<file path="src/verilog/aoc_pkg.sv">
package aoc_pkg;

	// Timing
	localparam int CLK_NS      = 8;
	localparam int TICK_NS     = 1000000;
	localparam int TICK_CYCLES = TICK_NS / CLK_NS;
	localparam int MS_W        = 12;
	localparam int HOLD_W      = 18;
	localparam int CNT_W       = 16;
	localparam logic [MS_W-1:0] DELAY_MAX_MS = 12'hbb8;
	localparam logic [MS_W-1:0] WIDTH_MIN_MS = 12'h3e8;
	localparam logic [MS_W-1:0] WIDTH_MAX_MS = 12'hbb8;
	localparam logic [MS_W-1:0] WIDTH_RST_MS = 12'h3e8;
	localparam logic [HOLD_W-1:0] MS_PER_S   = 18'h003e8;

	// Register map (byte addresses)
	localparam int ADDR_W = 8;
	localparam logic [ADDR_W-1:0] OFF_CTRL   = 8'h00;
	localparam logic [ADDR_W-1:0] OFF_DELAY  = 8'h04;
	localparam logic [ADDR_W-1:0] OFF_HOLD   = 8'h08;
	localparam logic [ADDR_W-1:0] OFF_LOW_W  = 8'h0c;
	localparam logic [ADDR_W-1:0] OFF_HIGH_W = 8'h10;
	localparam logic [ADDR_W-1:0] OFF_STATUS = 8'h14;
	localparam logic [ADDR_W-1:0] OFF_CNT1   = 8'h18;
	localparam logic [ADDR_W-1:0] OFF_CNT2   = 8'h1c;
	localparam logic [ADDR_W-1:0] OFF_CLEAR  = 8'h20;

	localparam logic [1:0] RESP_OKAY   = 2'h0;
	localparam logic [1:0] RESP_SLVERR = 2'h2;

	typedef enum logic [1:0] {
		ACT_HIGH  = 2'b00,
		ACT_LOW   = 2'b01,
		ACT_PULSE = 2'b10
	} aoc_act_type;

	typedef enum logic [1:0] {
		INIT_LAST = 2'b00,
		INIT_HIGH = 2'b01,
		INIT_LOW  = 2'b10
	} aoc_init_type;

	typedef enum logic [1:0] {
		ST_IDLE  = 2'b00,
		ST_DELAY = 2'b01,
		ST_RUN   = 2'b10
	} aoc_state_type;

	// Control word, bit 0 upward: en, on_act, off_act, init, src, inv
	typedef struct packed {
		logic [1:0]   inv;
		logic         src;
		aoc_init_type init;
		aoc_act_type  off_act;
		aoc_act_type  on_act;
		logic         en;
	} aoc_cfg_type;

	localparam int CTRL_W = 10;
	localparam aoc_cfg_type CFG_RST = '{inv: 2'b00, src: 1'b0, init: INIT_LOW,
		off_act: ACT_LOW, on_act: ACT_HIGH, en: 1'b0};

endpackage

</file>
<file path="src/verilog/aoc_ms_tick.sv">
`timescale 1ns/1ps
`default_nettype none
module aoc_ms_tick #(
	parameter int TICK_CYCLES = aoc_pkg::TICK_CYCLES
) (
	input  wire logic clk,
	input  wire logic rst_n,
	output var  logic tick
);
	localparam int W = $clog2(TICK_CYCLES);
	localparam logic [W-1:0] LAST = W'(TICK_CYCLES - 1);

	logic [W-1:0] cnt_q;

	always_ff @(posedge clk)
	begin
		if (!rst_n)
		begin
			cnt_q <= '0;
			tick  <= 1'b0;
		end
		else
		begin
			tick  <= (cnt_q == LAST);
			cnt_q <= (cnt_q == LAST) ? '0 : cnt_q + W'(1);
		end
	end
endmodule
`default_nettype wire

</file>
<file path="src/verilog/aoc_alarm_cond.sv">
`timescale 1ns/1ps
`default_nettype none
module aoc_alarm_cond (
	input  wire logic                    clk,
	input  wire logic                    rst_n,
	input  wire logic                    pin,
	input  wire logic                    inv,
	input  wire logic                    clr,
	output var  logic                    alarm,
	output var  logic                    edge_seen,
	output var  logic [aoc_pkg::CNT_W-1:0] count
);
	logic alarm_d;
	logic rise_d;

	assign alarm_d = pin ^ inv;
	assign rise_d  = alarm_d & ~alarm;

	always_ff @(posedge clk)
	begin
		if (!rst_n)
		begin
			alarm     <= 1'b0;
			edge_seen <= 1'b0;
		end
		else
		begin
			alarm     <= alarm_d;
			edge_seen <= alarm_d ^ alarm;
		end
	end

	// Clear and a new event together keep the event
	always_ff @(posedge clk)
	begin
		if (!rst_n)
			count <= '0;
		else if (clr)
			count <= rise_d ? aoc_pkg::CNT_W'(1) : '0;
		else if (rise_d)
			count <= count + aoc_pkg::CNT_W'(1);
	end
endmodule
`default_nettype wire

</file>
<file path="src/verilog/aoc_output_ctrl.sv">
// Notes on behaviour
// - Channel has an enable, off by default; disabled means no alarm actions.
// - Alarm assertion runs the assert action: high, low or pulse; default high.
// - Alarm removal runs the release action: high, low or pulse; default low.
// - Pulse action is a repeating square wave of programmed low and high widths.
// - At power-up output takes initial state: last, high or low; default low.
// - Level at power-off is retained and restored when power returns.
// - Start-up delay 0 to 3000 ms before each assert or release action; zero means immediate.
// - Action stops after hold time 0 to 255 s; zero keeps it until next.
// - Pulse low width 1000 to 3000 ms, default 1000, used only for pulses.
// - Pulse high width 1000 to 3000 ms, default 1000, used only for pulses.
// - Trigger source is first or second input alarm, default first.
// - Output and input status readable; clear resets either input's alarm counter.
// - Input alarm active on high input; inversion swaps that relation.
`timescale 1ns/1ps
`default_nettype none
module aoc_output_ctrl #(
	parameter int TICK_CYCLES = aoc_pkg::TICK_CYCLES
) (
	input  wire logic                       clk,
	input  wire logic                       rst_n,
	input  wire logic [aoc_pkg::ADDR_W-1:0] s_axi_awaddr,
	input  wire logic                       s_axi_awvalid,
	output var  logic                       s_axi_awready,
	input  wire logic [31:0]                s_axi_wdata,
	input  wire logic [3:0]                 s_axi_wstrb,
	input  wire logic                       s_axi_wvalid,
	output var  logic                       s_axi_wready,
	output var  logic [1:0]                 s_axi_bresp,
	output var  logic                       s_axi_bvalid,
	input  wire logic                       s_axi_bready,
	input  wire logic [aoc_pkg::ADDR_W-1:0] s_axi_araddr,
	input  wire logic                       s_axi_arvalid,
	output var  logic                       s_axi_arready,
	output var  logic [31:0]                s_axi_rdata,
	output var  logic [1:0]                 s_axi_rresp,
	output var  logic                       s_axi_rvalid,
	input  wire logic                       s_axi_rready,
	input  wire logic [1:0]                 sensed_input_channel,
	input  wire logic                       saved_level,
	output var  logic                       out_level
);
	localparam int MW = aoc_pkg::MS_W;
	localparam int HW = aoc_pkg::HOLD_W;

	aoc_pkg::aoc_cfg_type   cfg_q;
	aoc_pkg::aoc_state_type st_q;
	aoc_pkg::aoc_act_type   act_q;
	aoc_pkg::aoc_act_type   act_new;
	logic [MW-1:0]          delay_q;
	logic [7:0]             hold_q;
	logic [MW-1:0]          low_w_q;
	logic [MW-1:0]          high_w_q;
	logic [MW-1:0]          ms_q;
	logic [MW-1:0]          ms_nx;
	logic [HW-1:0]          hold_ms_q;
	logic [HW-1:0]          hold_lim;
	logic [1:0]             clr_q;
	logic                   init_pend_q;
	logic [aoc_pkg::ADDR_W-1:0] awaddr_q;
	logic [31:0]            wdata_q;
	logic [3:0]             wstrb_q;
	logic                   do_wr;
	logic                   tick;
	logic [1:0]             alarm;
	logic [1:0]             edge_seen;
	logic [aoc_pkg::CNT_W-1:0] cnt [2];
	logic                   trig;
	logic                   sel_alarm;
	logic                   go_run;
	logic                   phase_end;
	logic                   hold_end;
	logic                   init_apply;
	logic [31:0]            wr_val;
	logic [31:0]            rd_val;

	function automatic logic [31:0] merge(input logic [31:0] old, input logic [31:0] nw,
		input logic [3:0] strb);
		logic [31:0] r;
		r = old;
		for (int i = 0; i < 4; i++)
			if (strb[i])
				r[8*i +: 8] = nw[8*i +: 8];
		return r;
	endfunction

	function automatic logic [MW-1:0] clamp_w(input logic [MW-1:0] v);
		if (v < aoc_pkg::WIDTH_MIN_MS)
			return aoc_pkg::WIDTH_MIN_MS;
		if (v > aoc_pkg::WIDTH_MAX_MS)
			return aoc_pkg::WIDTH_MAX_MS;
		return v;
	endfunction

	aoc_ms_tick #(.TICK_CYCLES(TICK_CYCLES)) u_tick (
		.clk  (clk),
		.rst_n(rst_n),
		.tick (tick)
	);

	for (genvar g = 0; g < 2; g++)
	begin : g_in
		aoc_alarm_cond u_cond (
			.clk      (clk),
			.rst_n    (rst_n),
			.pin      (sensed_input_channel[g]),
			.inv      (cfg_q.inv[g]),
			.clr      (clr_q[g]),
			.alarm    (alarm[g]),
			.edge_seen(edge_seen[g]),
			.count    (cnt[g])
		);
	end

	// Write channel: address and data taken in either order
	assign do_wr = !s_axi_awready && !s_axi_wready && !s_axi_bvalid;

	always_ff @(posedge clk)
	begin
		if (!rst_n)
		begin
			s_axi_awready <= 1'b1;
			s_axi_wready  <= 1'b1;
			s_axi_bvalid  <= 1'b0;
			s_axi_bresp   <= aoc_pkg::RESP_OKAY;
			awaddr_q      <= '0;
			wdata_q       <= '0;
			wstrb_q       <= '0;
		end
		else
		begin
			if (s_axi_awvalid && s_axi_awready)
			begin
				s_axi_awready <= 1'b0;
				awaddr_q      <= s_axi_awaddr;
			end
			if (s_axi_wvalid && s_axi_wready)
			begin
				s_axi_wready <= 1'b0;
				wdata_q      <= s_axi_wdata;
				wstrb_q      <= s_axi_wstrb;
			end
			if (do_wr)
			begin
				s_axi_bvalid <= 1'b1;
				s_axi_bresp  <= (awaddr_q > aoc_pkg::OFF_CLEAR || awaddr_q[1:0] != 2'h0) ?
					aoc_pkg::RESP_SLVERR : aoc_pkg::RESP_OKAY;
			end
			if (s_axi_bvalid && s_axi_bready)
			begin
				s_axi_bvalid  <= 1'b0;
				s_axi_awready <= 1'b1;
				s_axi_wready  <= 1'b1;
			end
		end
	end

	always_comb
	begin
		case (awaddr_q)
			aoc_pkg::OFF_CTRL:   wr_val = merge(32'(cfg_q), wdata_q, wstrb_q);
			aoc_pkg::OFF_DELAY:  wr_val = merge(32'(delay_q), wdata_q, wstrb_q);
			aoc_pkg::OFF_HOLD:   wr_val = merge(32'(hold_q), wdata_q, wstrb_q);
			aoc_pkg::OFF_LOW_W:  wr_val = merge(32'(low_w_q), wdata_q, wstrb_q);
			aoc_pkg::OFF_HIGH_W: wr_val = merge(32'(high_w_q), wdata_q, wstrb_q);
			default:             wr_val = merge(32'h0, wdata_q, wstrb_q);
		endcase
	end

	// Out-of-range delay and widths are clamped, never rejected; hold keeps only its low 8 bits
	always_ff @(posedge clk)
	begin
		if (!rst_n)
		begin
			cfg_q    <= aoc_pkg::CFG_RST;
			delay_q  <= '0;
			hold_q   <= '0;
			low_w_q  <= aoc_pkg::WIDTH_RST_MS;
			high_w_q <= aoc_pkg::WIDTH_RST_MS;
			clr_q    <= '0;
		end
		else
		begin
			clr_q <= '0;
			if (do_wr)
			begin
				case (awaddr_q)
					aoc_pkg::OFF_CTRL:   cfg_q    <= aoc_pkg::aoc_cfg_type'(wr_val[aoc_pkg::CTRL_W-1:0]);
					aoc_pkg::OFF_DELAY:  delay_q  <= (wr_val[15:0] > 16'(aoc_pkg::DELAY_MAX_MS)) ?
						aoc_pkg::DELAY_MAX_MS : wr_val[MW-1:0];
					aoc_pkg::OFF_HOLD:   hold_q   <= wr_val[7:0];
					aoc_pkg::OFF_LOW_W:  low_w_q  <= (wr_val[15:MW] != '0) ? aoc_pkg::WIDTH_MAX_MS :
						clamp_w(wr_val[MW-1:0]);
					aoc_pkg::OFF_HIGH_W: high_w_q <= (wr_val[15:MW] != '0) ? aoc_pkg::WIDTH_MAX_MS :
						clamp_w(wr_val[MW-1:0]);
					aoc_pkg::OFF_CLEAR:  clr_q    <= wr_val[1:0];
					default:             clr_q    <= '0;
				endcase
			end
		end
	end

	// Read channel
	always_comb
	begin
		case (s_axi_araddr)
			aoc_pkg::OFF_CTRL:   rd_val = 32'(cfg_q);
			aoc_pkg::OFF_DELAY:  rd_val = 32'(delay_q);
			aoc_pkg::OFF_HOLD:   rd_val = 32'(hold_q);
			aoc_pkg::OFF_LOW_W:  rd_val = 32'(low_w_q);
			aoc_pkg::OFF_HIGH_W: rd_val = 32'(high_w_q);
			aoc_pkg::OFF_STATUS: rd_val = {26'h0, init_pend_q, st_q, alarm, out_level};
			aoc_pkg::OFF_CNT1:   rd_val = 32'(cnt[0]);
			aoc_pkg::OFF_CNT2:   rd_val = 32'(cnt[1]);
			default:             rd_val = 32'h0;
		endcase
	end

	always_ff @(posedge clk)
	begin
		if (!rst_n)
		begin
			s_axi_arready <= 1'b1;
			s_axi_rvalid  <= 1'b0;
			s_axi_rdata   <= '0;
			s_axi_rresp   <= aoc_pkg::RESP_OKAY;
		end
		else if (s_axi_arvalid && s_axi_arready)
		begin
			s_axi_arready <= 1'b0;
			s_axi_rvalid  <= 1'b1;
			s_axi_rdata   <= rd_val;
			s_axi_rresp   <= (s_axi_araddr > aoc_pkg::OFF_CLEAR || s_axi_araddr[1:0] != 2'h0) ?
				aoc_pkg::RESP_SLVERR : aoc_pkg::RESP_OKAY;
		end
		else if (s_axi_rvalid && s_axi_rready)
		begin
			s_axi_rvalid  <= 1'b0;
			s_axi_arready <= 1'b1;
		end
	end

	// Sequencing decisions
	assign trig      = cfg_q.en && edge_seen[cfg_q.src];
	assign sel_alarm = alarm[cfg_q.src];
	assign act_new   = sel_alarm ? cfg_q.on_act : cfg_q.off_act;
	assign ms_nx     = ms_q + MW'(1);
	assign hold_lim  = HW'(hold_q) * aoc_pkg::MS_PER_S;

	always_comb
	begin
		go_run     = cfg_q.en && ((trig && delay_q == '0) ||
			(!trig && st_q == aoc_pkg::ST_DELAY && tick && ms_nx >= delay_q));
		// Shortened hold while running stops at once, not after a wrap
		hold_end   = cfg_q.en && !trig && st_q == aoc_pkg::ST_RUN && hold_q != '0 &&
			(hold_ms_q >= hold_lim || (tick && hold_ms_q + HW'(1) >= hold_lim));
		phase_end  = cfg_q.en && !trig && !hold_end && st_q == aoc_pkg::ST_RUN &&
			act_q == aoc_pkg::ACT_PULSE && tick && ms_nx >= (out_level ? high_w_q : low_w_q);
		init_apply = init_pend_q && do_wr && awaddr_q == aoc_pkg::OFF_CTRL;
	end

	always_ff @(posedge clk)
	begin
		if (!rst_n)
		begin
			st_q      <= aoc_pkg::ST_IDLE;
			act_q     <= aoc_pkg::ACT_HIGH;
			ms_q      <= '0;
			hold_ms_q <= '0;
		end
		else if (!cfg_q.en)
			st_q <= aoc_pkg::ST_IDLE;
		else if (trig)
		begin
			act_q     <= act_new;
			ms_q      <= '0;
			hold_ms_q <= '0;
			st_q      <= go_run ? aoc_pkg::ST_RUN : aoc_pkg::ST_DELAY;
		end
		else
		begin
			case (st_q)
				aoc_pkg::ST_DELAY:
					if (tick)
					begin
						ms_q <= go_run ? '0 : ms_nx;
						st_q <= go_run ? aoc_pkg::ST_RUN : aoc_pkg::ST_DELAY;
					end
				aoc_pkg::ST_RUN:
					if (hold_end)
						st_q <= aoc_pkg::ST_IDLE;
					else if (tick)
					begin
						hold_ms_q <= hold_ms_q + HW'(1);
						ms_q      <= phase_end ? '0 : ms_nx;
					end
				aoc_pkg::ST_IDLE:
					ms_q <= '0;
				default:
					st_q <= aoc_pkg::ST_IDLE;
			endcase
		end
	end

	// Level holds after hold time ends; output is the level the retention store saves
	always_ff @(posedge clk)
	begin
		if (!rst_n)
		begin
			out_level   <= 1'b0;
			init_pend_q <= 1'b1;
		end
		else if (init_apply)
		begin
			init_pend_q <= 1'b0;
			case (wr_val[6:5])
				aoc_pkg::INIT_LAST: out_level <= saved_level;
				aoc_pkg::INIT_HIGH: out_level <= 1'b1;
				default:            out_level <= 1'b0;
			endcase
		end
		else if (go_run)
		begin
			init_pend_q <= 1'b0;
			case (trig ? act_new : act_q)
				aoc_pkg::ACT_HIGH:  out_level <= 1'b1;
				aoc_pkg::ACT_PULSE: out_level <= 1'b1;
				default:            out_level <= 1'b0;
			endcase
		end
		else if (phase_end)
			out_level <= ~out_level;
	end
endmodule
`default_nettype wire

</file>
<file path="config.mk">
export PLATFORM = sky130hd
export DESIGN_NAME = aoc_output_ctrl
export DESIGN_NICKNAME = d
export VERILOG_FILES = /design/src/verilog/aoc_pkg.sv /design/src/verilog/aoc_ms_tick.sv /design/src/verilog/aoc_alarm_cond.sv /design/src/verilog/aoc_output_ctrl.sv
export SDC_FILE = /design/constraint.sdc
export NUM_CORES = 1
export LEC_CHECK = 0
export BUFFER_PORTS_ARGS = -buffer_cell sky130_fd_sc_hd__buf_2
export CAP_MARGIN = 20
export CORE_ASPECT_RATIO = 0.8
export CORE_MARGIN = 2
export CORE_UTILIZATION = 50
export CTS_CLUSTER_SIZE = 24
export DETAILED_ROUTE_END_ITERATION = 8
export GPL_TIMING_DRIVEN = 0
export PLACE_DENSITY_LB_ADDON = 0.2
export SLEW_MARGIN = 20
export SYNTH_ARGS = -nofsm -noshare
export SYNTH_HDL_FRONTEND = slang
export SYNTH_HIERARCHICAL = 1
export SYNTH_SLANG_ARGS = --single-unit
</file>
<file path="constraint.sdc">
create_clock -name clk -period 5.8 [get_ports clk]
set_input_delay 0.58 -clock clk [delete_from_list [all_inputs] [get_ports clk]]
set_output_delay 0.58 -clock clk [all_outputs]
set_load 0.03 [all_outputs]
</file>
* After elaboration in Yosys (flattened, before gate mapping) *
Index checks and enable logic that the tools add are counted.

operators by class
  $add $sub $neg = 5
  multiply operators = 1
  magnitude comparators = 10
  equality and inequality tests = 24
  muxes and demuxes = 80
  bitwise logic cells = 10
  reduce and logical (&&, ||, !) cells = 65

operators with widths
  cell                   count
  $mux 12                16
  $pmux 16 s8            1
  $mux 8                 11
  $pmux 16 s5            1
  $mux 18                4
  $mux 16                4
  $eq 8x5->1 const B     5
  $ge 18x18->1           2
  $pmux 12 s3            1
  $add 16x1->16 const B  2
  $eq 8x4->1 const B     4
  $mux 1                 32
  $logic_and 1x1->1      25
  $ge 12x12->1           2
  $add 18x1->18 const B  1
  $add 17x1->17 const B  1
  $eq 17x17->1 const B   1
  $eq 8x3->1 const B     2
  $gt 16x12->1 const B   1
  $gt 8x6->1 const B     2
  $logic_not 8->1        2
  $mux 2                 8
  $reduce_bool 2->1      8
  $mul 8x7->15 const B   1
  27 further kinds       58

word-level totals
  register bits = 231
  input port bits = 62
  output and inout bits = 42
  word-level logic and storage cells = 231

* Longest topological paths before layout *
  word-level depth = 19
  mapped depth = 27
  gate-level depth less buffers = 25

* Modules after synthesis *
The synthesis kept the hierarchy.

by module, submodules not included
  module           instances  cells an instance  area each (um^2)  sequential area each (um^2)
  aoc_output_ctrl  1          1243               10197.3           2822.7
  aoc_alarm_cond   2          92                 838.3             360.3
  aoc_ms_tick      1          89                 802.0             360.3

* Worst setup path after synthesis *
OpenSTA, ideal clock, no wires.

  path type = reg-to-reg
  start = register hold_q[0]
  end = register st_q[1]
  library setup time = 116 ps
  arrival = 5762 ps
  data required time = 5684 ps
  setup slack = -78 ps
  stages on the path, launching flop included = 28
  path buffers = 2
  period minus slack after synthesis = 5878 ps
  cell sequence = dfxtp_1 > fa_1 > xor2_1 > ha_1 > fa_1 > inv_1 > fa_1 > inv_1 > ha_1 > inv_1 > o21ai_1 > a21oi_1 > nor2b_1 > o2111ai_1 > nand3_1 > nor2_1 > xor2_1 > ha_1 > a2111oi_0 > and3_1 > o22a_1 > maj3_1 > nand2b_1 > a31oi_2 > buf_2 > buf_4 > o31ai_1 > and3_1

on the way
  word-level cells in the longest chain between the ends = 7
  elaborated cells on any way between the ends = 10
  those cells by class = mul (1); order compare (2); eq/ne (1); reduce/logical (6)

ends and longest elaborated chain
  element                              RTL line                source
  from (decl)                          aoc_output_ctrl.sv:51   logic [7:0] hold_q;
  from (signal assigned)               aoc_output_ctrl.sv:191  aoc_pkg::OFF_HOLD: hold_q <= wr_val[7:0];
  $mul 8x7->15                         aoc_output_ctrl.sv:248  assign hold_lim = HW'(hold_q) * aoc_pkg::MS_PER_S;
  $ge 18x18->1                         aoc_output_ctrl.sv:256  (hold_ms_q >= hold_lim || (tick && hold_ms_q + HW'(1) >= hold_lim));
  $logic_and 1x1->1                    aoc_output_ctrl.sv:256
  $logic_or 1x1->1                     aoc_output_ctrl.sv:256
  $logic_and 1x1->1 *                  aoc_output_ctrl.sv:255  hold_end = cfg_q.en && !trig && st_q == aoc_pkg::ST_RUN && hold_q != '0 &&
  $ne 3x3->1 (no source line) *        --
  $reduce_and 3->1 (no source line) *  --
  to (signal assigned)                 aoc_output_ctrl.sv:266  st_q <= aoc_pkg::ST_IDLE;
  to (signal assigned)                 aoc_output_ctrl.sv:272  st_q <= aoc_pkg::ST_IDLE;
  to (signal assigned)                 aoc_output_ctrl.sv:278  st_q <= go_run ? aoc_pkg::ST_RUN : aoc_pkg::ST_DELAY;
  to (decl)                            aoc_output_ctrl.sv:47   aoc_pkg::aoc_state_type st_q;

Every way passes the cells marked *; elsewhere a longest branch is shown, timed or not.
A chain may end at the register's enable or synchronous reset.

* Worst setup path after layout *
  start = register hold_q[0]
  end = register hold_ms_q[15]

on the way
  word-level cells in the longest chain between the ends = 7
  elaborated cells on any way between the ends = 10
  those cells by class = mul (1); order compare (2); eq/ne (1); reduce/logical (6)

ends and longest elaborated chain
  element                              RTL line                source
  $mul 8x7->15                         aoc_output_ctrl.sv:248
  $ge 18x18->1                         aoc_output_ctrl.sv:256
  $logic_and 1x1->1                    aoc_output_ctrl.sv:256
  $logic_or 1x1->1                     aoc_output_ctrl.sv:256
  $logic_and 1x1->1 *                  aoc_output_ctrl.sv:255
  $ne 2x2->1 (no source line) *        --
  $reduce_and 4->1 (no source line) *  --
  to (signal assigned)                 aoc_output_ctrl.sv:294  hold_ms_q <= hold_ms_q + HW'(1);
  to (decl)                            aoc_output_ctrl.sv:56   logic [HW-1:0] hold_ms_q;

Marks and branches as above.

==> qor.txt <==
CP required: 6.18 ns
Failing checks: setup timing
Drt first pass iters: 8
NetSw: 0.000778 W
Remaining Overflow, GRT: 0
Sequential share of power: 47.0%
P&R area growth vs syn: 16.4%
Final Max Slew Viols: 0
Synth warnings: 6
Die W: 182 microns
Crit path capture type: flip-flop
Worst slew pin tran: 1.03 ns
Post-DP Area: 13,500 sq um
Switching Share: 26.4%
Largest net degree at the start of global routing: 17
Hold_buf cts: 0
Crit path time final: 5.97 ns
Path length in cells of the critical path: 26
Clock sink count: 195
Sequential area share after synthesis: 30.8%
Outcome: finished, violations left
Initial antenna violation count: 0
CP endpoint: hold_ms_q[15]
GP Congestion: 1.01
Core Area: 25,100 sq um
Via density: 6.07
Startpoint Class: flip-flop
Worst VDD drop: 0.218 mV
Worst Path Buf+Inv: 5
Setup CP Type: flip-flop to flip-flop
Cell taking the most area after synthesis: dfxtp_1
Vias in the first global route: 11.0k
Seq cells post-synth: 195
Post-Syn Instances: 1,516
Final net count: 1,837
I/O pin count: 104
Row count: 52
Crit path DAT: 6.35 ns
Finished Core Util: 58.7%
Final worst setup slack: -0.167 ns
Leak: 5.95 nW
Syn Std Cell Area: 12,700 sq um
Fraction of registers with async set/reset: 0%
Remaining DRCs: 0
Synth Area in Compound Gates: 18.8%
Clock Path Buffers: 2
Slowest stage delay, CP: 0.58 ns
Primary FF master, synth: dfxtp_1
Combinational Power Share: 10.2%
Clock network power share: 42.8%
Fraction of layout cells with a size suffix above 1: 15.2%
Normalized max-slew margin: 30.6%
Mux contribution to synthesized area: 4.13%
Crit path max-delay family: adder cells
Seq. cell area: 3930 sq um
DP HPWL: 28,400 microns
Placed cells: 1,922
Final setup fails: 31
Worst reg2reg path depth: 26
MaxCap Viol Count: 0
Synth Area in XOR/XNOR: 5.18%
Skew-Pair Late Insertion Delay: 0.45 ns
Reg-to-reg startpoint: hold_q[0]
Via count: 12.1k
Crit-path max FO: 8
RSZ-0062 raised after global routing: yes
Clock Skew: 0.00832 ns
Hold WC Path Type: input pin to flip-flop
R2R Path End: hold_ms_q[15]
Area share of and/or/nand/nor cells after synthesis: 21.6%
Flop2flop setup slack: -0.17 ns
Filler cells: 2,220
Final non-filler cell total: 1,986
Initial Util: 50.5%
Routed len/inst: 19.4 microns
Largest family of logic cells by synthesized area: simple AND/OR/NAND/NOR gates
Worst-path clk slew: 0.07 ns
Period utilization: 103%
Post-route cell area: 14,800 sq um
Int Pwr: 0.00217 W
Routed Antenna Nets: 0
Critical-path top delay cell: fa_1
Htree depth: 4
Max frequency: 0.168 GHz
Antenna cell count: 0
Die Ht: 146 microns
Root buf cell: clkbuf_16
Post-synth EDFFs: 0
Total Die Area: 26,600 sq um
Final hold vios: 0
CP startpoint: hold_q[0]
Post-synth cell types: 87
Initial DRC Count: 1,307
Adder-Cell Fraction of Synth Area: 13.7%
Total track usage: 28.7%
Syn Area/Cell: 8.36 sq um
IO Port Bufs: 65
Total CTS buffers: 17
Routed wire length: 38,600 microns
Multi-input combinational cell area: 8440 sq um
Post-synth top area share: 30.8%
First-pass GRT wire length: 60,600 microns
Power density over cell area: 200 nW/um^2
Ranking of synthesized cells by area: dfxtp_1 31%, ha_1 10%, a21oi_1 4.7%
CTS tree: done
## cell usage after synthesis (21+ instances only)
| master | count |
|---|---|
| o21ai_0 | 44 |
| nor2_1 | 150 |
| mux2i_1 | 41 |
| xnor2_1 | 44 |
| nand2_1 | 142 |
| inv_1 | 80 |
| ha_1 | 104 |
| xor2_1 | 31 |
| dfxtp_1 | 195 |
| nor3_1 | 21 |
| a21oi_1 | 118 |
| clkbuf_1 | 47 |
| fa_1 | 21 |
| buf_4 | 21 |
| nand4_1 | 28 |
| nand3_1 | 59 |
## area by class of cell
type / instances / area share (%)
plain buffers: 86 / 3.08
clock buffers: 20 / 3.16
clock inverters: 11 / 1.00
inverters: 80 / 2.06
multi-input cells: 1172 / 57.2
flip-flops and latches: 195 / 26.7
well taps: 324 / 2.75
repair buffers: 98 / 4.08
## power by group through the flow
| stage | logic, W | registers [W] | clock network [W] |
|---|---|---|---|
| 2_1_floorplan | 0.000195 | 0.00142 | 0 |
| 3_3_place_gp | 0.000284 | 0.00142 | 0 |
| 3_5_place_dp | 0.000287 | 0.00142 | 0 |
| 4_1_cts | 0.000291 | 0.00139 | 0.00127 |
| 5_1_grt | 0.000323 | 0.00139 | 0.00132 |
| 6_report | 0.000302 | 0.00139 | 0.00126 |
## how the worst min path moves through the flow
| stage | from | to | slack (ns) | cells after the start |
|---|---|---|---|---|
| finish | s_axi_wvalid | s_axi_wready | 0.33 | 2 |
| global route | s_axi_wvalid | s_axi_wready | 0.33 | 2 |
| CTS | s_axi_wvalid | s_axi_wready | 0.32 | 2 |
| detailed placement | wdata_q[14] | wdata_q[14] | 0.45 | 2 |
| global placement | wdata_q[12] | wdata_q[12] | 0.45 | 2 |
| floorplan | wdata_q[2] | wdata_q[2] | 0.43 | 2 |
## placed cells by master, fill, tap and decap left out, types with 13 or more instances in the layout
| cell | n |
|---|---|
| dfxtp_1 | 187 |
| nor2_1 | 148 |
| nand2_1 | 141 |
| a21oi_1 | 107 |
| ha_1 | 98 |
| inv_1 | 76 |
| buf_2 | 71 |
| nand3_1 | 59 |
| buf_4 | 50 |
| clkbuf_1 | 47 |
| xnor2_1 | 42 |
| o21ai_0 | 41 |
| mux2i_1 | 41 |
| xor2_1 | 29 |
| nand4_1 | 28 |
| fa_1 | 21 |
| nor3_1 | 20 |
| and2_1 | 19 |
| conb_1 | 18 |
| clkbuf_16 | 18 |
| and3_1 | 17 |
| nand2b_1 | 17 |
| o21ai_1 | 16 |
| a21o_1 | 16 |
| o31ai_1 | 16 |
| o21a_1 | 14 |
| o211ai_1 | 13 |
| a221oi_1 | 13 |
| nor4_1 | 13 |
## cell families (layout without fill, tap and decap cells)
kind of cell	count (synthesis)	in the layout
XOR/XNOR	75	75
buffers and inverters	166	295
AO/OA/AOI/OAI	359	359
multiplexers	49	49
adder cells (fa/ha/maj)	127	127
flip-flops	195	195
AND/OR/NAND/NOR	544	544
other	1	18
## metrics by stage
stage               setup WS, ns  setup TNS (ns)  total power [W]  hold slack (ns)
floorplan                 0.0287               0          0.00161            0.431
global placement          -0.993          -27.56          0.00170            0.450
detailed placement        -0.997          -27.81          0.00171            0.452
CTS                      -0.0210         -0.0331          0.00295            0.317
global route              -0.364           -9.66          0.00303            0.328
finish                    -0.167           -2.73          0.00295            0.327
## repair_timing
item	in CTS	in global routing
resized for setup	56	35
cloned	1	1
setup endpoints to repair	32	31
pin swaps	40	23
setup buffers	29	2
## registers in the layout, indices dropped and copies added (netlist names), 12 cells and up, named ones only
name / cells
high_w_q: 12
g_in.u_cond/count: 32
wdata_q: 16
low_w_q: 12
ms_q: 12
hold_ms_q: 18
u_tick/cnt_q: 17
s_axi_rdata: 16
delay_q: 12
## routing by layer
layer | global-route usage (%) | wire (microns)
met1 | 43.5 | 18000
met2 | 40.6 | 15600
met3 | 6.83 | 4130
met4 | 7.78 | 936
met5 | 0 | 0
## worst reg2reg max path, cell delays in order (launching register included)
cell       delay (ns)
dfxtp_4          0.37
fa_1             0.58
xor2_1           0.16
ha_1             0.27
fa_1             0.48
inv_1            0.05
fa_1             0.49
inv_2            0.05
ha_4             0.21
inv_2            0.06
o21ai_2          0.06
a21oi_2          0.16
nor2b_1          0.07
o2111ai_1        0.17
nand3_1          0.15
nor2_2           0.15
xor2_2           0.21
buf_4            0.16
ha_4             0.19
o21a_1           0.12
a21oi_2          0.19
a311oi_2         0.12
a211oi_2         0.34
a31oi_4          0.24
buf_6            0.21
or4_4            0.52
a21oi_2          0.14
Power figures use the tool's default switching activity.
